[src/core/alss_defs.svh]
// timing counts and result codes for the adapter start-up sequencer
// assumes a 100 MHz clock; counts are defaults, overridable by parameters
`ifndef ALSS_DEFS_SVH
`define ALSS_DEFS_SVH

// confirmation response result codes
`define ALSS_RES_NORMAL      2'h0
`define ALSS_RES_TYPE_MISS   2'h1
`define ALSS_RES_OBJ_MISS    2'h2
`define ALSS_RES_DISPOSAL    2'h3

// default timeouts in clock cycles (no documented figures)
`define ALSS_ADAPTER_REPLY_CYC   32'd1000
`define ALSS_REQUEST_WAIT_CYC    32'd2000
`define ALSS_INIT_ACCEPT_CYC     32'd500
`define ALSS_GENERAL_REPLY_CYC   32'd500
`define ALSS_INIT_WORK_CYC       32'd100

`endif

[src/core/alss_pkg.sv]
// types shared by the adapter start-up sequencer
// assumes alss_defs.svh for numeric constants
package alss_pkg;

    // ------------------------------------------------------------
    // sequencer states
    // ------------------------------------------------------------
    typedef enum logic [3:0] {
        ALSS_IDLE       = 4'b0000,
        ALSS_SEND_CONF  = 4'b0001,
        ALSS_WAIT_CONF  = 4'b0010,
        ALSS_STANDBY    = 4'b0011,
        ALSS_UNRECOG    = 4'b0100,
        ALSS_ACCEPT     = 4'b0101,
        ALSS_INIT_RUN   = 4'b0110,
        ALSS_SEND_DONE  = 4'b0111,
        ALSS_WAIT_DACK  = 4'b1000,
        ALSS_DISPOSING  = 4'b1001
    } alss_state_t;

endpackage : alss_pkg

[src/core/alss_timer.sv]
// down-counting timeout helper for the start-up sequencer
// assumes load and run are driven from the same clock domain
`timescale 1ns/1ps
module alss_timer #(
    parameter int WIDTH = 32
) (
    input  wire logic             clk,
    input  wire logic             reset_n,
    input  wire logic             load,
    input  wire logic [WIDTH-1:0] count,
    output logic                  expired
);
    typedef struct packed {
        logic [WIDTH-1:0] remain;
        logic             run;
    } alss_tmr_t;

    alss_tmr_t cur;
    alss_tmr_t next_cur;

    // ------------------------------------------------------------
    // count down after load; expired pulses once when remain reaches one
    // ------------------------------------------------------------
    always_comb begin
        next_cur = cur;
        if (load) begin
            next_cur.remain = count;
            next_cur.run    = 1'b1;
        end else if (cur.run) begin
            if (cur.remain <= WIDTH'(1))
                next_cur.run = 1'b0;
            else
                next_cur.remain = cur.remain - WIDTH'(1);
        end
    end

    always_ff @(posedge clk or negedge reset_n) begin
        if (!reset_n)
            cur <= '0;
        else
            cur <= next_cur;
    end

    // one-cycle pulse; load is kept out so no loop forms through the sequencer
    assign expired = cur.run && (cur.remain <= WIDTH'(1));
endmodule : alss_timer

[src/core/alss_seq.sv]
// adapter-side start-up sequencer: interface-data confirmation and
// adapter initialization handshakes
// assumes frame coding/decoding lives outside; events arrive as one-cycle strobes
//
// Summary of operation
// - adapter sends confirmation request after power-on; empty count is zero.
// - normal or type mismatch go standby; object mismatch also discards objects as it enters standby.
// - disposal result discards all data, unrecognized within request_wait_limit.
// - no response within adapter_reply_limit resends request, ignoring frame errors.
// - second missed response discards all data and enters unrecognized.
// - keep-data request answered within init_accept_limit, with stack start-up in the same cycle.
// - discard-data request erases device objects first, then same handling.
// - finished internal initialization sends completion notification.
// - missing completion ack resends once, then waits for fresh request.
// - one outstanding request each; requests arriving before reply are dropped.
`timescale 1ns/1ps
`include "alss_defs.svh"
module alss_seq
    import alss_pkg::*;
#(
    parameter logic [31:0] ADAPTER_REPLY_CYC = `ALSS_ADAPTER_REPLY_CYC,
    parameter logic [31:0] REQUEST_WAIT_CYC  = `ALSS_REQUEST_WAIT_CYC,
    parameter logic [31:0] INIT_ACCEPT_CYC   = `ALSS_INIT_ACCEPT_CYC,
    parameter logic [31:0] GENERAL_REPLY_CYC = `ALSS_GENERAL_REPLY_CYC,
    parameter logic [31:0] INIT_WORK_CYC     = `ALSS_INIT_WORK_CYC,
    parameter int          OBJ_W             = 8
) (
    input  wire logic             clk,
    input  wire logic             reset_n,
    input  wire logic [OBJ_W-1:0] stored_obj_count,
    input  wire logic             conf_resp_valid,
    input  wire logic [1:0]       conf_resp_result,
    input  wire logic             frame_error,
    input  wire logic             init_req_valid,
    input  wire logic             init_req_discard,
    input  wire logic             init_work_done,
    input  wire logic             done_ack_valid,
    input  wire logic             done_ack_ok,
    output logic                  conf_req_send,
    output logic [OBJ_W-1:0]      conf_req_obj_count,
    output logic                  init_resp_send,
    output logic                  init_start,
    output logic                  done_notify_send,
    output logic                  discard_objects,
    output logic                  discard_iface_data,
    output logic                  in_standby,
    output logic                  in_unrecognized,
    output logic                  init_waiting
);
    // ------------------------------------------------------------
    // state record
    // ------------------------------------------------------------
    typedef struct packed {
        alss_state_t      st;
        logic             retried;
        logic [OBJ_W-1:0] obj_count;
        logic             conf_req;
        logic             init_resp;
        logic             start;
        logic             done_send;
        logic             drop_obj;
        logic             drop_if;
    } alss_seq_t;

    alss_seq_t cur;
    alss_seq_t next_cur;

    logic        tmr_load;
    logic [31:0] tmr_count;
    logic        tmr_expired;

    alss_timer #(
        .WIDTH   (32)
    ) u_timer (
        .clk     (clk),
        .reset_n (reset_n),
        .load    (tmr_load),
        .count   (tmr_count),
        .expired (tmr_expired)
    );

    // ------------------------------------------------------------
    // next-state logic
    // ------------------------------------------------------------
    always_comb begin
        next_cur           = cur;
        next_cur.conf_req  = 1'b0;
        next_cur.init_resp = 1'b0;
        next_cur.start     = 1'b0;
        next_cur.done_send = 1'b0;
        next_cur.drop_obj  = 1'b0;
        next_cur.drop_if   = 1'b0;
        tmr_load           = 1'b0;
        tmr_count          = ADAPTER_REPLY_CYC;
        case (cur.st)
            ALSS_IDLE: begin
                // first cycle after power-on reset
                next_cur.st = ALSS_SEND_CONF;
            end
            ALSS_SEND_CONF: begin
                next_cur.conf_req  = 1'b1;
                next_cur.obj_count = stored_obj_count;
                tmr_load           = 1'b1;
                tmr_count          = ADAPTER_REPLY_CYC;
                next_cur.st        = ALSS_WAIT_CONF;
            end
            ALSS_WAIT_CONF: begin
                // frame errors are simply not looked at here
                if (conf_resp_valid) begin
                    tmr_load = 1'b1;
                    if (conf_resp_result == `ALSS_RES_DISPOSAL) begin
                        next_cur.drop_obj = 1'b1;
                        next_cur.drop_if  = 1'b1;
                        next_cur.st       = ALSS_UNRECOG;
                    end else begin
                        next_cur.drop_obj = (conf_resp_result == `ALSS_RES_OBJ_MISS);
                        next_cur.st       = ALSS_STANDBY;
                    end
                end else if (tmr_expired) begin
                    if (!cur.retried) begin
                        next_cur.retried = 1'b1;
                        next_cur.st      = ALSS_SEND_CONF;
                    end else begin
                        next_cur.drop_obj = 1'b1;
                        next_cur.drop_if  = 1'b1;
                        next_cur.st       = ALSS_UNRECOG;
                    end
                end
            end
            ALSS_STANDBY: begin
                // init requests count only here; elsewhere they are dropped
                if (init_req_valid) begin
                    next_cur.drop_obj = init_req_discard;
                    next_cur.st       = ALSS_ACCEPT;
                end
            end
            ALSS_ACCEPT: begin
                // erase has completed the cycle before the answer goes out
                next_cur.init_resp = 1'b1;
                next_cur.start     = 1'b1;
                tmr_load           = 1'b1;
                tmr_count          = INIT_WORK_CYC;
                next_cur.retried   = 1'b0;
                next_cur.st        = ALSS_INIT_RUN;
            end
            ALSS_INIT_RUN: begin
                if (init_work_done)
                    next_cur.st = ALSS_SEND_DONE;
            end
            ALSS_SEND_DONE: begin
                next_cur.done_send = 1'b1;
                tmr_load           = 1'b1;
                tmr_count          = GENERAL_REPLY_CYC;
                next_cur.st        = ALSS_WAIT_DACK;
            end
            ALSS_WAIT_DACK: begin
                if (done_ack_valid && done_ack_ok) begin
                    next_cur.st = ALSS_DISPOSING;
                end else if (tmr_expired) begin
                    if (!cur.retried) begin
                        next_cur.retried = 1'b1;
                        next_cur.st      = ALSS_SEND_DONE;
                    end else begin
                        next_cur.st = ALSS_STANDBY;
                    end
                end
            end
            ALSS_DISPOSING: begin
                // initialization complete; hands over to object construction
                next_cur.st = ALSS_DISPOSING;
            end
            ALSS_UNRECOG: begin
                next_cur.st = ALSS_UNRECOG;
            end
            default: begin
                next_cur.st = ALSS_IDLE;
            end
        endcase
    end

    always_ff @(posedge clk or negedge reset_n) begin
        if (!reset_n)
            cur <= '{st: ALSS_IDLE, default: '0};
        else
            cur <= next_cur;
    end

    // ------------------------------------------------------------
    // outputs: pulses straight from flip-flops, state flags decoded from the state register
    // ------------------------------------------------------------
    assign conf_req_send      = cur.conf_req;
    assign conf_req_obj_count = cur.obj_count;
    assign init_resp_send     = cur.init_resp;
    assign init_start         = cur.start;
    assign done_notify_send   = cur.done_send;
    assign discard_objects    = cur.drop_obj;
    assign discard_iface_data = cur.drop_if;
    assign in_standby         = (cur.st == ALSS_STANDBY);
    assign in_unrecognized    = (cur.st == ALSS_UNRECOG);
    assign init_waiting       = (cur.st == ALSS_INIT_RUN);

    // ------------------------------------------------------------
    // assertions
    // ------------------------------------------------------------
    property p_req_count;
        @(posedge clk) disable iff (!reset_n)
        conf_req_send |-> conf_req_obj_count == $past(stored_obj_count);
    endproperty
    a_req_count: assert property (p_req_count) else $error("wrong object count");

    property p_std_after_resp;
        @(posedge clk) disable iff (!reset_n)
        (cur.st == ALSS_WAIT_CONF && conf_resp_valid &&
         conf_resp_result != `ALSS_RES_DISPOSAL) |=> in_standby;
    endproperty
    a_std_after_resp: assert property (p_std_after_resp) else $error("no standby");

    property p_obj_drop;
        @(posedge clk) disable iff (!reset_n)
        (cur.st == ALSS_WAIT_CONF && conf_resp_valid &&
         conf_resp_result == `ALSS_RES_OBJ_MISS) |=> discard_objects;
    endproperty
    a_obj_drop: assert property (p_obj_drop) else $error("objects kept");

    property p_disposal;
        @(posedge clk) disable iff (!reset_n)
        (cur.st == ALSS_WAIT_CONF && conf_resp_valid &&
         conf_resp_result == `ALSS_RES_DISPOSAL)
        |=> discard_iface_data && discard_objects && in_unrecognized;
    endproperty
    a_disposal: assert property (p_disposal) else $error("disposal missed");

    property p_resend;
        @(posedge clk) disable iff (!reset_n)
        (cur.st == ALSS_WAIT_CONF && tmr_expired && !conf_resp_valid && !cur.retried)
        |=> ##1 conf_req_send;
    endproperty
    a_resend: assert property (p_resend) else $error("no resend");

    property p_giveup;
        @(posedge clk) disable iff (!reset_n)
        (cur.st == ALSS_WAIT_CONF && tmr_expired && !conf_resp_valid && cur.retried)
        |=> in_unrecognized && discard_iface_data;
    endproperty
    a_giveup: assert property (p_giveup) else $error("no give-up");

    property p_init_resp;
        @(posedge clk) disable iff (!reset_n)
        (in_standby && init_req_valid) |=> ##1 (init_resp_send && init_start);
    endproperty
    a_init_resp: assert property (p_init_resp) else $error("no init answer");

    property p_erase_first;
        @(posedge clk) disable iff (!reset_n)
        (in_standby && init_req_valid && init_req_discard)
        |=> discard_objects ##1 init_resp_send;
    endproperty
    a_erase_first: assert property (p_erase_first) else $error("erase order");

    property p_done_notify;
        @(posedge clk) disable iff (!reset_n)
        (init_waiting && init_work_done) |=> ##1 done_notify_send;
    endproperty
    a_done_notify: assert property (p_done_notify) else $error("no notify");

    property p_dack_give;
        @(posedge clk) disable iff (!reset_n)
        (cur.st == ALSS_WAIT_DACK && tmr_expired && cur.retried &&
         !(done_ack_valid && done_ack_ok)) |=> in_standby;
    endproperty
    a_dack_give: assert property (p_dack_give) else $error("no return to wait");
endmodule : alss_seq

[config.mk]
export PLATFORM = sky130hd
export DESIGN_NAME = alss_seq
export DESIGN_NICKNAME = d
export VERILOG_FILES = /design/src/core/alss_pkg.sv /design/src/core/alss_timer.sv /design/src/core/alss_seq.sv
export VERILOG_INCLUDE_DIRS = /design/src /design/src/core
export SDC_FILE = /design/constraint.sdc
export NUM_CORES = 1
export LEC_CHECK = 0
export BUFFER_PORTS_ARGS = -buffer_cell sky130_fd_sc_hd__buf_2
export CAP_MARGIN = 20
export CORE_AREA = 2 2 83 165
export DETAILED_ROUTE_END_ITERATION = 10
export DIE_AREA = 0 0 85 167
export PLACE_DENSITY = 0.5
export SYNTH_ARGS = -nofsm -noshare
export SYNTH_HDL_FRONTEND = slang
export SYNTH_HIERARCHICAL = 1
export SYNTH_SLANG_ARGS = --single-unit
[constraint.sdc]
create_clock -name clk -period 7.59 [get_ports clk]
set_clock_uncertainty 0.2 [all_clocks]
set_input_delay 0.759 -clock clk [delete_from_list [all_inputs] [get_ports clk]]
set_output_delay 0.759 -clock clk [all_outputs]
set_load 0.03 [all_outputs]
==> run metrics <==
status=finished, final reports clean; H-tree depth=2; CP Launch Type=register; HP Class=reg -> reg; Relative slew margins=0.3664; number of DRC markers in iteration 0=around 120; antenna viol nets, final=0; Slew @ Worst Pin=between 0.9 and 1 ns; Vias per Instance=around 5.2; CTS tree=built; crit end category=register; deepest clock path buffer count=2; CP Cell Sequence=or4_1 > nor4_1 > and4_1 > and2_1 > a21oi_1 > nor2b_1 > o21ai_0 > o211a_1; Cell variety after synth=56; GR Util All Layers=0.1205; worst-case reg-to-reg path depth=8; NumNets Final=about 420; r2r startpoint=u_timer/cur[25]$_DFFE_PN0P_; first-pass GRT wire length=13700 um; RSZ-0062 raised after global routing=no; Post-CTS Setup Bufs=0; final setup violation count=0; cts repair resizes=0; Req. time, crit path=roughly 7.6 ns; Die Width=85 um; Num CTS Buffers=5; CORE AREA=about 0.013 mm2; Die Ht=between 150 and 200 um; static leakage power=1.400 nW; R2R Path End=cur[17]$_DFFE_PN0P_; Post-synth EDFFs=0; CP max stage cell=and4_1; DR pass1 iterations=4; PortBufs=34; final period utilization=0.4913; count of state elements after synthesis=51; GPL Wtd Cong=0.8032; Syn Inst Count=between 300 and 400; FP Rows=slightly below 60; Crit Path Category=reg -> reg; Synth Area per Inst=8.969 um2; worst reg-to-reg setup slack=about 3.9 ns; DP Wirelength=roughly 5800 um; Hold Vio Cnt, Final=0; Avg WL per Cell=approximately 15 um; fin util=0.2816; Pins Over Slew Limit=0; Clock Latency Late Sink=0.30 ns; hold endpoint=conf_req_obj_count[5]$_DFFE_PN0P_; largest net degree at the start of global routing=between 50 and 60; critical path's largest stage delay=0.92 ns; P&R area growth vs syn=13.91%; initial antenna violation count=0; vias in the first global route=~2800; f_max=roughly 270 MHz; Initial Utilization=0.2472; Cell Area, Synth=0.003193 mm2; YS warnings=6; Post-synth top flop=dfrtp_1; GRT overflow=0; total wire length=slightly above 8000 um; Arr. time, crit path=3.77 ns; Cell Pwr Density=around 380 mW/mm2; critical path's top delay family=simple AND/OR/NAND/NOR gates; num ports=36; CTS Hold Bufs=0; critical path depth=8; Inserted Diodes=0; VDD IR-drop max=roughly 0.00017 V; hold depth=1; commonest non-fill, non-tap cell in the layout=dfrtp_1; Die ar.=about 0.014 mm2; Tmin final=around 3.7 ns; layout cell share with drive strength beyond 1=0.1692; Vias=around 2800; Seq/Total Area, Yosys=0.3997; max_cap viols=0; CTS sink cnt=51; worst path buffer plus inverter count=0; DRC errors left=0; clk slew on worst S/H paths=~0.080 ns; critical-path maximum fanout=32; commonest cells after routing, fill and taps aside=dfrtp_1 (51), nor2_1 (38), buf_2 (34); Setup TNS=0 ns; Root Driver=clkbuf_16; asr flop ratio synth=1.000; Min-Delay Startpoint=conf_req_obj_count[5]$_DFFE_PN0P_
==> worst max-delay path by stage <==
stage,slack [ns],start,to
floorplan,4.71,u_timer/cur[25]$_DFFE_PN0P_,cur[15]$_DFFE_PN0P_
global placement,3.84,u_timer/cur[25]$_DFFE_PN0P_,cur[15]$_DFFE_PN0P_
detailed placement,3.83,u_timer/cur[25]$_DFFE_PN0P_,cur[15]$_DFFE_PN0P_
CTS,3.81,u_timer/cur[25]$_DFFE_PN0P_,cur[15]$_DFFE_PN0P_
global route,3.47,u_timer/cur[25]$_DFFE_PN0P_,cur[15]$_DFFE_PN0P_
finish,3.86,u_timer/cur[25]$_DFFE_PN0P_,cur[17]$_DFFE_PN0P_
==> through the flow <==
stage,setup WS [ns],std cells,instance area (um2),hold slack [ns],power [mW]
finish,3.861,548,3637,0.3082,1.395
global route,3.468,548,3637,0.3325,1.521
global placement,3.843,540,3486,0.2900,1.149
floorplan,4.708,380,3283,0.2634,1.037
detailed placement,3.830,540,3486,0.2945,1.171
CTS,3.807,548,3637,0.3141,1.420
==> cells in the mapped netlist, types with 3 or more instances <==
| library cell | count | area share |
|---|---|---|
| inv_1 | 6 | 0.0071 |
| or3_1 | 20 | 0.039 |
| buf_2 | 5 | 0.0078 |
| dfrtp_1 | 51 | 0.40 |
| nor2_1 | 38 | 0.045 |
| nand3b_1 | 4 | 0.0094 |
| or4_1 | 18 | 0.042 |
| o211ai_1 | 5 | 0.012 |
| a21boi_0 | 3 | 0.0071 |
| nor3_1 | 9 | 0.014 |
| nor2b_1 | 3 | 0.0059 |
| nand2b_1 | 7 | 0.014 |
| buf_4 | 10 | 0.024 |
| clkbuf_1 | 9 | 0.011 |
| buf_6 | 3 | 0.011 |
| o31ai_1 | 8 | 0.019 |
| mux2_2 | 8 | 0.028 |
| nand3_1 | 11 | 0.017 |
| o21ai_1 | 3 | 0.0047 |
| nor4_1 | 6 | 0.012 |
| o41ai_1 | 4 | 0.011 |
| nand2_1 | 27 | 0.032 |
| o21ai_0 | 16 | 0.025 |
| a31oi_1 | 25 | 0.049 |
| a21oi_1 | 14 | 0.022 |
==> power by group <==
part | switching (mW) | leakage [nW] | internal, mW
clock | 0.116 | 0.0748 | 0.126
combinational | 0.366 | 0.730 | 0.229
sequential | 0.161 | 0.595 | 0.397
total | 0.643 | 1.40 | 0.752
==> layer usage <==
layer	vias to the layer above	global-route usage	share of wire
met5	-	0	0
met4	0	0.05659	0.023
met3	9	0.01982	0.022
met2	49	0.2303	0.58
met1	1381	0.1224	0.38
li1	1386	-	-
==> cells by family after synthesis <==
family          count (synthesis)  synth area share
simple gates                  166            0.3068
other cells                     2          0.002352
fa+ha+maj                       2          0.007836
xor+xnor                        1          0.002743
buf+inv                        35           0.06230
mux                             8           0.02821
compound gates                 91            0.1900
flops                          51            0.3997
==> cell type report <==
class,count,area (um2)
Multi-Input combinational cell,294,1808
Tap cell,152,190.2
Timing Repair Buffer,36,185.2
Fill cell,1336,9281
Inverter,7,26.28
Clock inverter,3,26.28
Sequential cell,51,1276
Clock buffer,5,125.1
==> flip-flops by register name, indices dropped and copies added (netlist names) <==
register	count
init_resp_send	1
done_notify_send	1
cur	5
conf_req_obj_count	8
conf_req_send	1
u_timer/cur	33
discard_iface_data	1
discard_objects	1
==> worst reg2reg max path: stages (launching register included) <==
cell	delay, ns
dfrtp_1	0.43
or4_1	0.66
nor4_1	0.43
and4_1	0.92
and2_1	0.40
a21oi_1	0.15
nor2b_1	0.15
o21ai_0	0.17
o211a_1	0.16
No activity file was read; power rests on OpenSTA's default activity.
